[src/logic/sld_pkg.sv]
// Package of widths, depths and reset values for the latched sink driver
package sld_pkg;
	// Width of the shift register, the storage register and the drain bank
	localparam int unsigned CHAN_W     = 8;
	// Number of words the latch FIFO holds
	localparam int unsigned FIFO_DEPTH = 16;
	// Reset value of the shift, storage and drain registers
	localparam logic [CHAN_W-1:0] CHAN_ZERO = 8'h00;
	// Reset value of a single synchroniser or edge flop
	localparam logic BIT_ZERO = 1'h0;
	// Reset value of the active-low pins while held in reset (inactive level)
	localparam logic BIT_ONE  = 1'h1;
	// Index of the last shift stage, which feeds the serial output
	localparam int unsigned LAST_STAGE = CHAN_W - 1;
endpackage

[src/logic/sld_driver.sv]
// Latched sink driver: pin synchronisers, shift and storage registers, latch FIFO
//
// Function
// - 8-bit shift register feeds 8-bit storage register.
// - Shift on shift clock rise, latch on latch rise.
// - Storage reaches output buffer only while clear high.
// - Clear low zeroes the shift and storage registers and empties the latch FIFO.
// - Enable high forces every drain off.
// - Enable low makes drains follow storage register.
// - Buffer bit zero off, one sinks current.
// - Serial output carries shift data for daisy chain.
// - Enabled outputs: one switches load on, zero off.
`timescale 1ns/1ps
`default_nettype none

// Synchronous FIFO with valid and ready on both sides
module sld_fifo #(
	parameter int unsigned WIDTH = 8,
	parameter int unsigned DEPTH = 16
) (
	// Clock and reset
	input  wire logic             clk_i,
	input  wire logic             rst_i,
	input  wire logic             flush_i,
	// Filling side
	input  wire logic             in_valid_i,
	output var  logic             in_ready_o,
	input  wire logic [WIDTH-1:0] in_data_i,
	// Draining side
	output var  logic             out_valid_o,
	input  wire logic             out_ready_i,
	output var  logic [WIDTH-1:0] out_data_o
);
	localparam int unsigned AW = $clog2(DEPTH);

	logic [WIDTH-1:0] mem_q [DEPTH];  // Word storage
	logic [AW:0]      wr_q, wr_d;     // Write pointer with wrap bit
	logic [AW:0]      rd_q, rd_d;     // Read pointer with wrap bit
	logic             push, pop;      // Accepted transfers
	logic             full, empty;    // Honest occupancy flags

	// Occupancy from the pointers
	always_comb begin
		empty       = (wr_q == rd_q);
		full        = (wr_q[AW-1:0] == rd_q[AW-1:0]) && (wr_q[AW] != rd_q[AW]);
		in_ready_o  = !full;
		out_valid_o = !empty;
		out_data_o  = mem_q[rd_q[AW-1:0]];
		push        = in_valid_i && !full;
		pop         = out_ready_i && !empty;
		wr_d        = wr_q;
		rd_d        = rd_q;
		if (flush_i) begin
			// Flush empties the queue at once
			wr_d = '0;
			rd_d = '0;
		end else begin
			if (push) begin
				wr_d = wr_q + 1'b1;
			end
			if (pop) begin
				rd_d = rd_q + 1'b1;
			end
		end
	end

	// Pointer registers
	always_ff @(posedge clk_i) begin
		if (rst_i) begin
			wr_q <= '0;
			rd_q <= '0;
		end else begin
			wr_q <= wr_d;
			rd_q <= rd_d;
		end
	end

	// Word storage needs no reset; pointers say what is valid
	always_ff @(posedge clk_i) begin
		if (push && !flush_i) begin
			mem_q[wr_q[AW-1:0]] <= in_data_i;
		end
	end
endmodule

// Top: the device logic behind its pins
module sld_driver (
	// System clock and reset
	input  wire logic                      CLOCK_I,
	input  wire logic                      SRST_I,
	// Serial link pins from the host, asynchronous to CLOCK_I
	input  wire logic                      SHIFT_CLOCK_I,
	input  wire logic                      LATCH_CLOCK_I,
	input  wire logic                      SERIAL_IN_I,
	input  wire logic                      CLEAR_N_I,
	input  wire logic                      OUTPUT_EN_N_I,
	// Serial output toward the next device in the chain
	output var  logic                      SERIAL_OUT_O,
	// Drain outputs, one per channel, high while sinking
	output var  logic [sld_pkg::CHAN_W-1:0] DRAIN_ON_O,
	// Latch FIFO flow control, on CLOCK_I
	input  wire logic                      UPDATE_HOLD_I,
	output var  logic                      LATCH_READY_O
);
	// Two-flop synchronisers, one row per pin
	logic [4:0] sync1_q, sync1_d;   // First stage, read only by the second
	logic [4:0] sync2_q, sync2_d;   // Second stage, usable level
	logic       sclk_prev_q, sclk_prev_d;   // Last shift clock level
	logic       lclk_prev_q, lclk_prev_d;   // Last latch clock level

	// Named views of the synchronised pins
	logic sclk_s, lclk_s, sdin_s, clear_n_s, oe_n_s;
	logic shift_rise, latch_rise;   // One-cycle edge enables

	// Shift and storage registers
	logic [sld_pkg::CHAN_W-1:0] shift_q, shift_d;
	logic [sld_pkg::CHAN_W-1:0] store_q, store_d;
	logic [sld_pkg::CHAN_W-1:0] drain_q, drain_d;
	logic [sld_pkg::CHAN_W-1:0] gate;   // Per-channel output buffer level
	logic                       sout_q, sout_d;
	logic                       lready_q, lready_d;

	// FIFO wiring
	logic                       fifo_in_ready;
	logic                       fifo_out_valid;
	logic [sld_pkg::CHAN_W-1:0] fifo_out_data;
	logic                       fifo_pop_ready;
	logic                       fifo_flush;

	// Synchroniser next values
	always_comb begin
		sync1_d     = {OUTPUT_EN_N_I, CLEAR_N_I, SERIAL_IN_I, LATCH_CLOCK_I, SHIFT_CLOCK_I};
		sync2_d     = sync1_q;
		sclk_prev_d = sync2_q[0];
		lclk_prev_d = sync2_q[1];
	end

	// Synchroniser registers; active-low pins rest at their idle level
	always_ff @(posedge CLOCK_I) begin
		if (SRST_I) begin
			sync1_q     <= {sld_pkg::BIT_ONE, sld_pkg::BIT_ONE, sld_pkg::BIT_ZERO,
			                sld_pkg::BIT_ZERO, sld_pkg::BIT_ZERO};
			sync2_q     <= {sld_pkg::BIT_ONE, sld_pkg::BIT_ONE, sld_pkg::BIT_ZERO,
			                sld_pkg::BIT_ZERO, sld_pkg::BIT_ZERO};
			sclk_prev_q <= sld_pkg::BIT_ZERO;
			lclk_prev_q <= sld_pkg::BIT_ZERO;
		end else begin
			sync1_q     <= sync1_d;
			sync2_q     <= sync2_d;
			sclk_prev_q <= sclk_prev_d;
			lclk_prev_q <= lclk_prev_d;
		end
	end

	// Pin views and rising-edge enables from the second stage only
	always_comb begin
		sclk_s     = sync2_q[0];
		lclk_s     = sync2_q[1];
		sdin_s     = sync2_q[2];
		clear_n_s  = sync2_q[3];
		oe_n_s     = sync2_q[4];
		shift_rise = sclk_s && !sclk_prev_q;
		latch_rise = lclk_s && !lclk_prev_q;
	end

	// Latched words queue in the FIFO; clear empties it
	always_comb begin
		fifo_flush     = !clear_n_s;
		fifo_pop_ready = !UPDATE_HOLD_I;         // Storage may stall the drain side
	end

	sld_fifo #(
		.WIDTH (sld_pkg::CHAN_W),
		.DEPTH (sld_pkg::FIFO_DEPTH)
	) u_fifo (
		.clk_i       (CLOCK_I),
		.rst_i       (SRST_I),
		.flush_i     (fifo_flush),
		.in_valid_i  (latch_rise),
		.in_ready_o  (fifo_in_ready),
		.in_data_i   (shift_q),
		.out_valid_o (fifo_out_valid),
		.out_ready_i (fifo_pop_ready),
		.out_data_o  (fifo_out_data)
	);

	// Shift, storage and serial output next values
	always_comb begin
		shift_d  = shift_q;
		store_d  = store_q;
		lready_d = fifo_in_ready;
		if (!clear_n_s) begin
			// Clear holds the shift and storage registers at zero while low
			shift_d = sld_pkg::CHAN_ZERO;
			store_d = sld_pkg::CHAN_ZERO;
		end else begin
			if (shift_rise) begin
				// Serial input enters stage 0, each stage moves up one
				shift_d = {shift_q[sld_pkg::LAST_STAGE-1:0], sdin_s};
			end
			if (fifo_out_valid && fifo_pop_ready) begin
				// Latched word moves into the storage register
				store_d = fifo_out_data;
			end
		end
		// Last stage drives the chain output
		sout_d = shift_d[sld_pkg::LAST_STAGE];
	end

	// Per-channel output buffer gating
	generate
		for (genvar ch = 0; ch < sld_pkg::CHAN_W; ch++) begin : g_chan
			// Bit one sinks only with clear high and enable low
			assign gate[ch] = store_q[ch] && clear_n_s && !oe_n_s;
		end
	endgenerate

	// Drain next value follows the gated buffer
	always_comb begin
		drain_d = gate;
	end

	// Data path registers
	always_ff @(posedge CLOCK_I) begin
		if (SRST_I) begin
			shift_q  <= sld_pkg::CHAN_ZERO;
			store_q  <= sld_pkg::CHAN_ZERO;
			drain_q  <= sld_pkg::CHAN_ZERO;
			sout_q   <= sld_pkg::BIT_ZERO;
			lready_q <= sld_pkg::BIT_ZERO;
		end else begin
			shift_q  <= shift_d;
			store_q  <= store_d;
			drain_q  <= drain_d;
			sout_q   <= sout_d;
			lready_q <= lready_d;
		end
	end

	// Outputs straight from flops
	always_comb begin
		SERIAL_OUT_O  = sout_q;
		DRAIN_ON_O    = drain_q;
		LATCH_READY_O = lready_q;
	end
endmodule

`default_nettype wire

[config.mk]
export PLATFORM = sky130hd
export DESIGN_NAME = sld_driver
export DESIGN_NICKNAME = d
export VERILOG_FILES = /design/src/logic/sld_pkg.sv /design/src/logic/sld_driver.sv
export SDC_FILE = /design/constraint.sdc
export NUM_CORES = 1
export LEC_CHECK = 0
export BUFFER_PORTS_ARGS = -buffer_cell sky130_fd_sc_hd__buf_2
export CAP_MARGIN = 20
export CORE_MARGIN = 2
export CORE_UTILIZATION = 30
export CTS_BUF_LIST = sky130_fd_sc_hd__clkbuf_2 sky130_fd_sc_hd__clkbuf_4 sky130_fd_sc_hd__clkbuf_8
export CTS_CLUSTER_DIAMETER = 40
export CTS_CLUSTER_SIZE = 14
export DETAILED_ROUTE_END_ITERATION = 7
export HOLD_SLACK_MARGIN = 0.03
export PLACE_DENSITY = 0.47
export SLEW_MARGIN = 40
export SYNTH_ARGS = -nofsm -noshare
export SYNTH_HDL_FRONTEND = slang
export SYNTH_HIERARCHICAL = 1
export SYNTH_SLANG_ARGS = --single-unit
[constraint.sdc]
create_clock -name CLOCK_I -period 5.54 [get_ports CLOCK_I]
set_input_delay 0.554 -clock CLOCK_I [delete_from_list [all_inputs] [get_ports CLOCK_I]]
set_output_delay 0.554 -clock CLOCK_I [all_outputs]
set_load 0.05 [all_outputs]
Word-level counts from Yosys, hierarchy flattened
Memories as Yosys holds them, arrays and structs flattened. A register that Yosys moved wholly into a read port is not among the register bits. Index checks and enable logic that the tools add are counted.

Bitwise operators: 1. Add/sub/neg operators: 2. Muxes and demuxes: 2. Equal/unequal tests: 3. Reductions and logical operators: 29.

Operators by type and width (number): $logic_and A1 B1 Y1 (22); $add A5 B1 Y5 const B (2); $logic_not A1 Y1 (6); $eq A5 B5 Y1 (1); $eq A4 B4 Y1 (1); $mux W1 (2); $reduce_or A2 Y1 (1); $ne A1 B1 Y1 (1); $not A1 Y1 (1).

Memories: 1. Bits in writable memories: 128. Register bits after elaboration: 39. Word-level logic and storage cells: 48. Output and inout bits: 10.

Memories: u_fifo.mem_q (words 16, bits a word 8, read ports 1, clocked after memory_dff 1, write ports 1, RTL line sld_driver.sv:36) `logic [WIDTH-1:0] mem_q [DEPTH];`.

Longest topological paths before layout
Gate-level depths: netlist of the first run.

Depth after elaboration: 7. Depth in mapped cells: 9. Mapped depth without buffers: 6.

Cells and area by module
Netlist of the first run, hierarchy kept.

Modules (own cells, without submodules): sld_fifo (cells each 288, times used 1, area each 5814.3 um2); sld_driver (cells each 112, times used 1, area each 1212.4 um2).

Least setup slack after synthesis of the first run
OpenSTA, ideal clock, no wires.

Path kind: register -> register. From: register u_fifo.wr_q[4]. To: memory u_fifo.mem_q[11][0] (enable). Path buffers: 1. Data required time: 5.145 ns. Library setup time: 0.395 ns. Stages on the path, launching flop included: 5. Setup slack: 3.259 ns. Arrival time: 1.886 ns. Period minus slack after synthesis: 2.281 ns. Cell sequence: dfxtp_1 -> xnor2_2 -> o21ai_2 -> buf_2 -> nor4_1.

Longest elaborated chain between the ends: 7.

Ends and longest elaborated chain: from (decl) (RTL line sld_driver.sv:37) `logic [AW:0] wr_q, wr_d;`; from (signal assigned) (RTL line sld_driver.sv:73) `wr_q <= wr_d;`; $ne A1 B1 Y1 (RTL line sld_driver.sv:45) `full = (wr_q[AW-1:0] == rd_q[AW-1:0]) && (wr_q[AW] != rd_q[AW]);`; $logic_and A1 B1 Y1 (RTL line sld_driver.sv:45); $logic_not A1 Y1 (RTL line sld_driver.sv:49) `push = in_valid_i && !full;`; $logic_and A1 B1 Y1 (RTL line sld_driver.sv:49); $logic_and A1 B1 Y1 (RTL line sld_driver.sv:80) `if (push && !flush_i) begin`; $mux W1 (RTL line sld_driver.sv:80); $mux W1 (not written as such) (RTL line sld_driver.sv:81) `mem_q[wr_q[AW-1:0]] <= in_data_i;`; to (decl) (RTL line sld_driver.sv:36).

Every way passes these cells.

Final worst setup path of the first run
From: register u_fifo.wr_q[2]. To: memory u_fifo.mem_q[7][2] (enable).

Longest elaborated chain between the ends: 7.

Ends and longest elaborated chain (RTL line): $eq A4 B4 Y1 (sld_driver.sv:45); $logic_and A1 B1 Y1 (sld_driver.sv:45); $logic_not A1 Y1 (sld_driver.sv:49); $logic_and A1 B1 Y1 (sld_driver.sv:49); $logic_and A1 B1 Y1 (sld_driver.sv:80); $mux W1 (sld_driver.sv:80); $mux W1 (not written as such) (sld_driver.sv:81).

Parallel ways exist; a longest one is shown, timed or not.

==> results.sh, run 1 <==
export IMPL_run_status="complete, no violations"
export IMPL_routed_wl_um=14000
export IMPL_worstReg2RegEnd="u_fifo/mem_q[7][2]"
export IMPL_ys_ff_latch=179
export IMPL_post_route_cells_drive_above_1_share_pct=23.7
export IMPL_port_buffer_count=17
export IMPL_numCtsBuffers=17
export IMPL_cp_startpoint="u_fifo/wr_q[2]"
export IMPL_setup_worst_path_class="register to register"
export IMPL_synthCells=400
export IMPL_setup_repair_after_global_routing_missed_its_margin="no"
export IMPL_core_area_um2=23300
export IMPL_seq_area_um2=4870
export IMPL_grt_antenna_before_repair=0
export IMPL_post_synth_top_area_cell="sky130_fd_sc_hd__edfxtp_1"
export IMPL_period_share_pct=47.5
export IMPL_grt_overflow=0
export IMPL_async_reset_ff_share_pct=0
export IMPL_top_level_ports=18
export IMPL_tritoncts_num_sinks=179
export IMPL_worstRegToRegCells=5
export IMPL_crit_fanout=18
export IMPL_final_hold_vio_count=0
export IMPL_max_cap_viol_count=0
export IMPL_die_width_um=157
export IMPL_worst_slew_pin_transition_ns=0.784
export IMPL_synth_seq_area_share_pct=69.2
export IMPL_placement_rows=56
export IMPL_postRouteAntennaNets=0
export IMPL_slew_headroom_pct=47.4
export IMPL_finalHoldWorstSlack_ns=0.284
export IMPL_die_y_um=157
export IMPL_synth_top_cells_by_count="sky130_fd_sc_hd__edfxtp_1 (128), sky130_fd_sc_hd__dfxtp_1 (51), sky130_fd_sc_hd__nand2_1 (31)"
export IMPL_synthToLayoutAreaGrowth_pct=13.4
export IMPL_track_usage_pct=12.0
export IMPL_fin_tns_setup_ns=0
export IMPL_cp_data_required_time_ns=5.76
export IMPL_hold_path_class="input pin to register"
export IMPL_cts_clk_slew_worst_paths_ns=0.09
export IMPL_worst_slack_setup_final_ns=2.91
export IMPL_worst_path_max_delay_cell="sky130_fd_sc_hd__dfxtp_1"
export IMPL_synthDistinctLibCells=43
export IMPL_clock_latency_ns=0.45
export IMPL_cts_max_level=4
export IMPL_final_setup_viol_count=0
export IMPL_synth_yosys_warnings=6
export IMPL_grt_first_pass_wirelength_um=21400
export IMPL_initial_util_pct=30.2
export IMPL_reg2reg_slack_ns=2.91
export IMPL_grt_max_degree=33
export IMPL_gp_congestion=0.761
export IMPL_drt_pass1_iterations=4
export IMPL_yosysMostFrequentCell="sky130_fd_sc_hd__edfxtp_1"
export IMPL_synth_flop_cell="sky130_fd_sc_hd__edfxtp_1"
export IMPL_ctsHoldBuffers=0
export IMPL_first_global_vias=3562
export IMPL_vias_per_cell=4.63
export IMPL_post_synth_instance_area_um2=7030
export IMPL_nets=439
export IMPL_critical_path_cell_chain="xnor2_1 -> nand4_1 -> o21ai_4 -> nor3_2 -> buf_4"
export IMPL_remaining_drc_errors=0
export IMPL_master_cell_of_the_clock_root_buffer="sky130_fd_sc_hd__clkbuf_8"
export IMPL_post_route_min_period_ns=2.63
export IMPL_post_cts_setup_buffers=0
export IMPL_vias_after_detailed_routing=3511
export IMPL_wl_per_cell_um=18.5
export IMPL_final_setup_skew_ns=0.0123
export IMPL_crit_path_capture_type="register"
export IMPL_synth_edf_count=128
export IMPL_power_total_mw=2.42
export IMPL_slew_violations=0
export IMPL_cts_tree="yes"
export IMPL_hold_path_startpoint="OUTPUT_EN_N_I"
export IMPL_max_clock_freq_mhz=380
export IMPL_syn_nets=413
export IMPL_leakagePower_nw=2.51
export IMPL_placement_setup_worst_slack_ns=2.94
export IMPL_drt_iter0_drc=179
export IMPL_cts_buffer_depth=2
export IMPL_power_density_nw_per_um2=303
export IMPL_crit_reg2reg_launch="u_fifo/wr_q[2]"
export IMPL_critical_path_arrival_ns=2.85
export IMPL_final_cell_area_um2=7970
export IMPL_placement_cell_area_um2=7560
export IMPL_setup_worst_path_start_class="register"
export IMPL_holdPathStages=2
export IMPL_worst_hold_path_endpoint="sync1_q[4]"
export IMPL_dieArea_um2=24700
export IMPL_multi_input_gate_area_in_the_final_layout_um2=2080
export IMPL_antenna_diode_count=0
export IMPL_ir_drop_v=0.000144
export IMPL_synthesis_area_per_instance_um2=17.6
export IMPL_cpPeakStageDelay_ns=0.80
export IMPL_synth_top_cell_area_share_pct=54.7
export IMPL_n_fill_cell=2260
export IMPL_yosys_top_cells_area="sky130_fd_sc_hd__edfxtp_1 (55%), sky130_fd_sc_hd__dfxtp_1 (15%), sky130_fd_sc_hd__mux4_1 (9.0%)"
export IMPL_post_cts_resize_count=0
export IMPL_detailed_place_hpwl_um=9460
-- state kept, by name, indices dropped and copies added (netlist names), 5 cells and up, named ones only --
signal        cells
DRAIN_ON_O        8
shift_q           7
store_q           8
sync1_q           5
sync2_q           5
u_fifo/mem_q    128
u_fifo/rd_q       5
u_fifo/wr_q       5
-- report_power, final --
part           switching, mW  internal, mW  total (mW)
Sequential            0.0136          1.42        1.44
Combinational         0.0429        0.0414      0.0843
Clock                  0.482         0.413       0.895
Total                  0.538          1.88        2.42
-- cells by family after synthesis --
group | share of synthesized area (%)
AO/OA/AOI/OAI | 2.51
flip-flops | 69.2
AND/OR/NAND/NOR | 7.94
multiplexers | 16.0
buffers and inverters | 2.62
XOR/XNOR | 0.855
adder cells (fa/ha/maj) | 0.890
-- placed cells by master (no fill, tap or decap), types with 4 or more instances in the layout --
| cell type | Yosys | final |
|---|---|---|
| sky130_fd_sc_hd__inv_1 | 8 | 8 |
| sky130_fd_sc_hd__nand2b_1 | 5 | 5 |
| sky130_fd_sc_hd__edfxtp_1 | 128 | 128 |
| sky130_fd_sc_hd__clkbuf_8 | 0 | 17 |
| sky130_fd_sc_hd__nor2_1 | 9 | 8 |
| sky130_fd_sc_hd__and2_1 | 8 | 8 |
| sky130_fd_sc_hd__nor3_2 | 0 | 4 |
| sky130_fd_sc_hd__mux4_1 | 24 | 24 |
| sky130_fd_sc_hd__buf_2 | 4 | 18 |
| sky130_fd_sc_hd__nand3_1 | 4 | 4 |
| sky130_fd_sc_hd__xnor2_1 | 4 | 4 |
| sky130_fd_sc_hd__buf_4 | 1 | 9 |
| sky130_fd_sc_hd__or2_2 | 5 | 5 |
| sky130_fd_sc_hd__nor4_4 | 0 | 4 |
| sky130_fd_sc_hd__mux2i_1 | 13 | 13 |
| sky130_fd_sc_hd__nor2b_1 | 8 | 7 |
| sky130_fd_sc_hd__a21oi_1 | 8 | 8 |
| sky130_fd_sc_hd__nand2_1 | 31 | 31 |
| sky130_fd_sc_hd__inv_6 | 0 | 4 |
| sky130_fd_sc_hd__nand4_1 | 4 | 4 |
| sky130_fd_sc_hd__ha_1 | 5 | 5 |
| sky130_fd_sc_hd__nor4_1 | 11 | 7 |
| sky130_fd_sc_hd__o21ai_0 | 4 | 4 |
| sky130_fd_sc_hd__dfxtp_1 | 51 | 49 |
| sky130_fd_sc_hd__mux4_2 | 16 | 16 |
-- routing by layer --
layer  share of wire [%]  track usage, %  vias up
li1                    -               -     1627
met1                  46            15.6     1822
met2                  50            20.3       56
met3                 3.7            3.17        6
met4                0.63            2.47        0
met5                   0               0        -
-- worst max-delay path by stage --
stage | endpoint | slack (ns) | depth (start not counted)
after detailed placement | u_fifo/mem_q[6][4] | 2.94 | 4
final | u_fifo/mem_q[7][2] | 2.91 | 5
after global routing | u_fifo/mem_q[4][6] | 2.76 | 5
after global placement | u_fifo/mem_q[7][4] | 2.65 | 4
after floorplan | u_fifo/mem_q[11][0] | 3.26 | 4
after CTS | u_fifo/mem_q[7][4] | 2.92 | 5
-- metrics by stage --
| stage | utilization, % | cells |
|---|---|---|
| floorplan | - | 400 |
| global placement | 32.0 | 722 |
| detailed placement | 32.5 | 726 |
| CTS | 34.2 | 758 |
| global route | 34.3 | 758 |
| finish | 34.3 | 758 |
-- critical path: cells and delay by family (launching register included) --
family | cells | cell delay [ns]
buf+inv | 1 | 0.23
simple gates | 2 | 0.50
xor+xnor | 1 | 0.21
flops | 1 | 0.80
compound gates | 1 | 0.66
-- final cells by class --
cell class	count	share of cell area (%)
sequential	179	61.1
multi-input combinational	192	26.1
tap	319	5.01
clock buffer	17	2.94
timing repair buffer	28	2.32
clock inverter	15	2.15
inverter	8	0.377
(Power assumes the default switching activity.)
==> run 2: changes to the inputs <==
Clock period 5.54 ns to 2.74 ns, I/O delays scaled along.
==> results.sh, run 2 (synthesis results as in run 1) <==
export IMPL_run_status="complete, no violations"
export IMPL_routed_wl_um=13800
export IMPL_slew_headroom_pct=49.0
export IMPL_antenna_diode_count=0
export IMPL_dp_cells=736
export IMPL_fin_tns_setup_ns=0
export IMPL_worst_slew_pin_transition_ns=0.764
export IMPL_hold_path_startpoint="SRST_I"
export IMPL_post_route_min_period_ns=2.17
export IMPL_clock_latency_ns=0.46
export IMPL_holdPathStages=2
export IMPL_reg2reg_slack_ns=0.57
export IMPL_final_hold_vio_count=0
export IMPL_gp_congestion=0.743
export IMPL_crit_reg2reg_launch="u_fifo/wr_q[2]"
export IMPL_detailed_place_hpwl_um=8920
export IMPL_grt_overflow=0
export IMPL_most_common_library_cell_in_the_layout_ignoring_fill_and_taps="sky130_fd_sc_hd__edfxtp_1"
export IMPL_hold_path_class="input pin to register"
export IMPL_cts_max_level=4
export IMPL_ir_drop_v=0.000272
export IMPL_power_total_mw=4.88
export IMPL_master_cell_of_the_clock_root_buffer="sky130_fd_sc_hd__clkbuf_8"
export IMPL_first_global_vias=3520
export IMPL_worst_slack_setup_final_ns=0.568
export IMPL_synthToLayoutAreaGrowth_pct=13.8
export IMPL_final_setup_viol_count=0
export IMPL_max_cap_viol_count=0
export IMPL_core_area_um2=23300
export IMPL_nets=454
export IMPL_cts_clk_slew_worst_paths_ns=0.08
export IMPL_leakagePower_nw=2.57
export IMPL_numCtsBuffers=17
export IMPL_port_buffer_count=17
export IMPL_largest_reg_flops=128
export IMPL_grt_max_degree=33
export IMPL_remaining_drc_errors=0
export IMPL_layout_common_cells="sky130_fd_sc_hd__edfxtp_1 (128), sky130_fd_sc_hd__dfxtp_1 (50), sky130_fd_sc_hd__nand2_1 (31)"
export IMPL_power_density_nw_per_um2=611
export IMPL_cts_tree="yes"
export IMPL_die_y_um=157
export IMPL_post_layout_nonfiller_instances=773
export IMPL_placement_rows=56
export IMPL_drt_pass1_iterations=4
export IMPL_die_width_um=157
export IMPL_drt_iter0_drc=203
export IMPL_worst_hold_path_endpoint="sync1_q[0]"
export IMPL_final_util_pct=34.4
export IMPL_worstReg2RegEnd="u_fifo/mem_q[0][3]"
export IMPL_finalHoldWorstSlack_ns=0.159
export IMPL_setup_worst_path_start_class="register"
export IMPL_n_fill_cell=2251
export IMPL_vias_after_detailed_routing=3539
export IMPL_cp_data_required_time_ns=2.90
export IMPL_final_setup_skew_ns=0.0127
export IMPL_placement_cell_area_um2=7550
export IMPL_grt_antenna_before_repair=0
export IMPL_post_route_cells_drive_above_1_share_pct=23.3
export IMPL_period_share_pct=79.3
export IMPL_grt_first_pass_wirelength_um=21100
export IMPL_crit_path_capture_type="register"
export IMPL_tritoncts_num_sinks=179
export IMPL_initial_util_pct=30.2
export IMPL_placement_setup_worst_slack_ns=0.575
export IMPL_setup_worst_path_class="register to register"
export IMPL_top_level_ports=18
export IMPL_final_cell_area_um2=8000
export IMPL_dieArea_um2=24700
export IMPL_cts_buffer_depth=2
export IMPL_track_usage_pct=11.9
export IMPL_slew_violations=0
export IMPL_worstRegToRegCells=6
export IMPL_setup_repair_after_global_routing_missed_its_margin="no"
export IMPL_postRouteAntennaNets=0
export IMPL_vias_per_cell=4.58
export IMPL_crit_fanout=18
export IMPL_max_clock_freq_mhz=460
export IMPL_critical_path_arrival_ns=2.33
export IMPL_wl_per_cell_um=17.8
==> run 2: changes by cell type in the layout (fill, tap and decap cells not counted), moves of 3 or more <==
| cell | previous run | this run |
|---|---|---|
| sky130_fd_sc_hd__buf_4 | 9 | 20 |
| sky130_fd_sc_hd__dlygate4sd3_1 | 0 | 5 |
| sky130_fd_sc_hd__inv_4 | 0 | 3 |
| sky130_fd_sc_hd__inv_6 | 4 | 1 |
| sky130_fd_sc_hd__nor3_1 | 3 | 8 |
| sky130_fd_sc_hd__nor3_2 | 4 | 0 |
| sky130_fd_sc_hd__nor4_2 | 0 | 4 |
| sky130_fd_sc_hd__nor4_4 | 4 | 0 |
==> run 2: where the power goes <==
group / internal (mW) / switching, mW
Combinational: 0.0946 / 0.0986
Clock: 0.869 / 0.929
Sequential: 2.88 / 0.0117
==> run 2: final cells by class <==
type	instances	area, µm²	share of cell area [%]
clock inverter	12	126	1.58
clock buffer	20	269	3.36
tap	319	399	4.99
inverter	8	30.0	0.375
timing repair buffer	43	305	3.82
multi-input combinational	192	2000	25.0
sequential	179	4870	60.8
==> run 2: worst max-delay path by stage <==
stage | startpoint | endpoint | cells past startpoint
CTS | u_fifo/wr_q[2] | u_fifo/mem_q[0][3] | 6
detailed placement | u_fifo/wr_q[2] | u_fifo/mem_q[0][3] | 6
global placement | u_fifo/wr_q[2] | u_fifo/mem_q[2][3] | 6
finish | u_fifo/wr_q[2] | u_fifo/mem_q[0][3] | 6
global route | u_fifo/wr_q[2] | u_fifo/mem_q[1][4] | 6
floorplan | u_fifo/wr_q[4] | u_fifo/mem_q[11][0] | 4
==> run 2: routing by layer <==
layer / global-route usage, % / vias up / share of wire, %
met2: 19.5 / 66 / 50
met1: 15.6 / 1822 / 46
met3: 3.36 / 7 / 3.2
met5: 0 / - / 0
li1: - / 1644 / -
met4: 3.12 / 0 / 0.75
==> run 2: what timing repair did <==
| action | CTS | global route |
|---|---|---|
| gates resized for setup | 0 | 0 |
| endpoints found under the hold margin | 5 | 0 |
| hold buffers | 5 | 0 |
| endpoints found under the setup margin | 0 | 0 |
| buffers inserted | 0 | 0 |
==> run 2: worst max-delay path: stages (launching register included) <==
cell                      delay [ns]
sky130_fd_sc_hd__dfxtp_1        0.68
sky130_fd_sc_hd__xnor2_1        0.15
sky130_fd_sc_hd__nand4_1        0.22
sky130_fd_sc_hd__o21ai_2        0.08
sky130_fd_sc_hd__buf_4          0.21
sky130_fd_sc_hd__nor4_2         0.29
sky130_fd_sc_hd__buf_4          0.25
==> run 3: changes to the inputs <==
Settings changed: PLACE_DENSITY 0.47 to 0.49.
Clock period 2.74 ns to 1.8 ns, I/O delays scaled along.
==> results.sh, run 3 (synthesis results as in run 1) <==
export IMPL_core_area_um2=23300
export IMPL_dieArea_um2=24700
export IMPL_placement_rows=56
export IMPL_grt_max_degree=33
export IMPL_finalHoldWorstSlack_ns=0.0977
export IMPL_routed_wl_um=15100
export IMPL_cts_clk_slew_worst_paths_ns=0.09
export IMPL_crit_end="store_q[0]"
export IMPL_cts_tree="yes"
export IMPL_max_cap_viol_count=0
export IMPL_post_route_min_period_ns=1.94
export IMPL_power_clock_fraction_pct=33.8
export IMPL_seq_power_share_pct=60.8
export IMPL_dp_cells=771
export IMPL_grt_first_pass_wirelength_um=22800
export IMPL_setup_worst_path_class="register to register"
export IMPL_die_width_um=157
export IMPL_run_status="finished, violations left"
export IMPL_cts_max_level=4
export IMPL_multi_input_gate_area_in_the_final_layout_um2=2090
export IMPL_drt_iter0_drc=174
export IMPL_worstReg2RegEnd="store_q[0]"
export IMPL_track_usage_pct=13.1
export IMPL_post_route_cells_drive_above_1_share_pct=37.8
export IMPL_cp_data_required_time_ns=2.13
export IMPL_leakagePower_nw=2.83
export IMPL_master_cell_of_the_clock_root_buffer="sky130_fd_sc_hd__clkbuf_8"
export IMPL_largest_reg_flops=128
export IMPL_n_fill_cell=2224
export IMPL_wl_per_cell_um=18.5
export IMPL_placement_setup_worst_slack_ns=-0.180
export IMPL_post_layout_nonfiller_instances=814
export IMPL_tritoncts_num_sinks=179
export IMPL_crit_path_capture_type="register"
export IMPL_seq_area_um2=4870
export IMPL_reg2reg_slack_ns=-0.14
export IMPL_layout_common_cells="sky130_fd_sc_hd__edfxtp_1 (128), sky130_fd_sc_hd__dfxtp_1 (48), sky130_fd_sc_hd__buf_4 (45)"
export IMPL_worstRegToRegCells=5
export IMPL_drt_pass1_iterations=4
export IMPL_antenna_diode_count=0
export IMPL_power_combinational_fraction_pct=5.4
export IMPL_port_buffer_count=17
export IMPL_nets=495
export IMPL_max_clock_freq_mhz=517
export IMPL_final_setup_skew_ns=0.0114
export IMPL_cts_buffer_depth=2
export IMPL_crit_fanout=13
export IMPL_power_total_mw=7.24
export IMPL_grt_antenna_before_repair=0
export IMPL_hold_path_class="input pin to register"
export IMPL_critical_path_arrival_ns=2.27
export IMPL_numCtsBuffers=17
export IMPL_net_load_switching_power_mw=1.62
export IMPL_violations="negative setup slack"
export IMPL_remaining_drc_errors=0
export IMPL_die_y_um=157
export IMPL_setup_worst_path_start_class="register"
export IMPL_final_setup_viol_count=8
export IMPL_grt_overflow=0
export IMPL_vias_per_cell=4.48
export IMPL_top_level_ports=18
export IMPL_intPower_mw=5.61
export IMPL_gp_congestion=0.802
export IMPL_initial_util_pct=30.2
export IMPL_clock_latency_ns=0.45
export IMPL_synthToLayoutAreaGrowth_pct=21.8
export IMPL_worst_slew_pin_transition_ns=0.654
export IMPL_switching_share_of_total_power_pct=22.4
export IMPL_period_share_pct=108
export IMPL_ir_drop_v=0.000375
export IMPL_most_common_library_cell_in_the_layout_ignoring_fill_and_taps="sky130_fd_sc_hd__edfxtp_1"
export IMPL_slew_violations=0
export IMPL_final_hold_vio_count=0
export IMPL_setup_repair_after_global_routing_missed_its_margin="yes"
export IMPL_vias_after_detailed_routing=3650
export IMPL_detailed_place_hpwl_um=10500
export IMPL_postRouteAntennaNets=0
export IMPL_worst_slack_setup_final_ns=-0.135
export IMPL_first_global_vias=3732
export IMPL_power_density_nw_per_um2=846
export IMPL_slew_headroom_pct=56.4
[run 3: worst min-delay path by stage]
stage	from	slack, ns	to	depth (start not counted)
2_1_floorplan	CLEAR_N_I	0.28	sync1_q[3]	1
3_3_place_gp	CLEAR_N_I	0.36	sync1_q[3]	2
3_5_place_dp	CLEAR_N_I	0.37	sync1_q[3]	2
4_1_cts	SRST_I	0.06	sync1_q[1]	3
5_1_grt	SRST_I	0.09	sync1_q[2]	3
6_report	SRST_I	0.1	sync1_q[2]	3
[run 3: what timing repair did]
item,CTS,global route
pin swaps,0,3
hold endpoints to repair,5,0
hold buffers,5,0
gates resized for setup,7,5
gates cloned,0,1
buffers inserted,1,4
endpoints found under the setup margin,136,129
[run 3: area by class of cell]
class | count | share of cell area, %
Clock buffer | 19 | 2.98
Clock inverter | 13 | 1.18
Inverter | 8 | 0.351
Multi-Input combinational cell | 192 | 24.4
Sequential cell | 179 | 56.9
Tap cell | 319 | 4.67
Timing Repair Buffer | 84 | 9.46
[run 3: through the flow]
step                      utilization [%]  cell area [µm²]  setup TNS (ns)
final                                36.8             8560          -0.919
after global routing                 36.8             8560           -1.47
after CTS                            36.4             8480           -1.03
after detailed placement             34.5             8040          -12.84
after global placement               34.5             8040          -10.53
after floorplan                         -             7140           -3.08
[run 3: worst max-delay path: stages, from the launching register on]
cell                      delay (ns)
sky130_fd_sc_hd__dfxtp_4        0.41
sky130_fd_sc_hd__buf_12         0.18
sky130_fd_sc_hd__mux4_1         0.58
sky130_fd_sc_hd__mux4_2         0.46
sky130_fd_sc_hd__mux2i_1        0.14
sky130_fd_sc_hd__nor2_1         0.05
[run 3: layer usage]
metal | vias up | wire length (µm) | global-route usage, % | share of wire (%)
met5 | - | 0 | 0 | 0
met4 | 0 | 165 | 3.55 | 1.1
met3 | 10 | 817 | 3.61 | 5.4
met2 | 80 | 7890 | 22.5 | 52
met1 | 1847 | 6220 | 16.4 | 41
li1 | 1713 | - | - | -
[run 3: power groups by stage]
stage / combinational, mW / clock, mW / sequential (mW)
CTS: 0.379 / 2.54 / 4.40
global placement: 0.360 / 0 / 4.50
finish: 0.388 / 2.45 / 4.40
floorplan: 0.258 / 0 / 4.50
global route: 0.420 / 2.70 / 4.41
detailed placement: 0.362 / 0 / 4.50
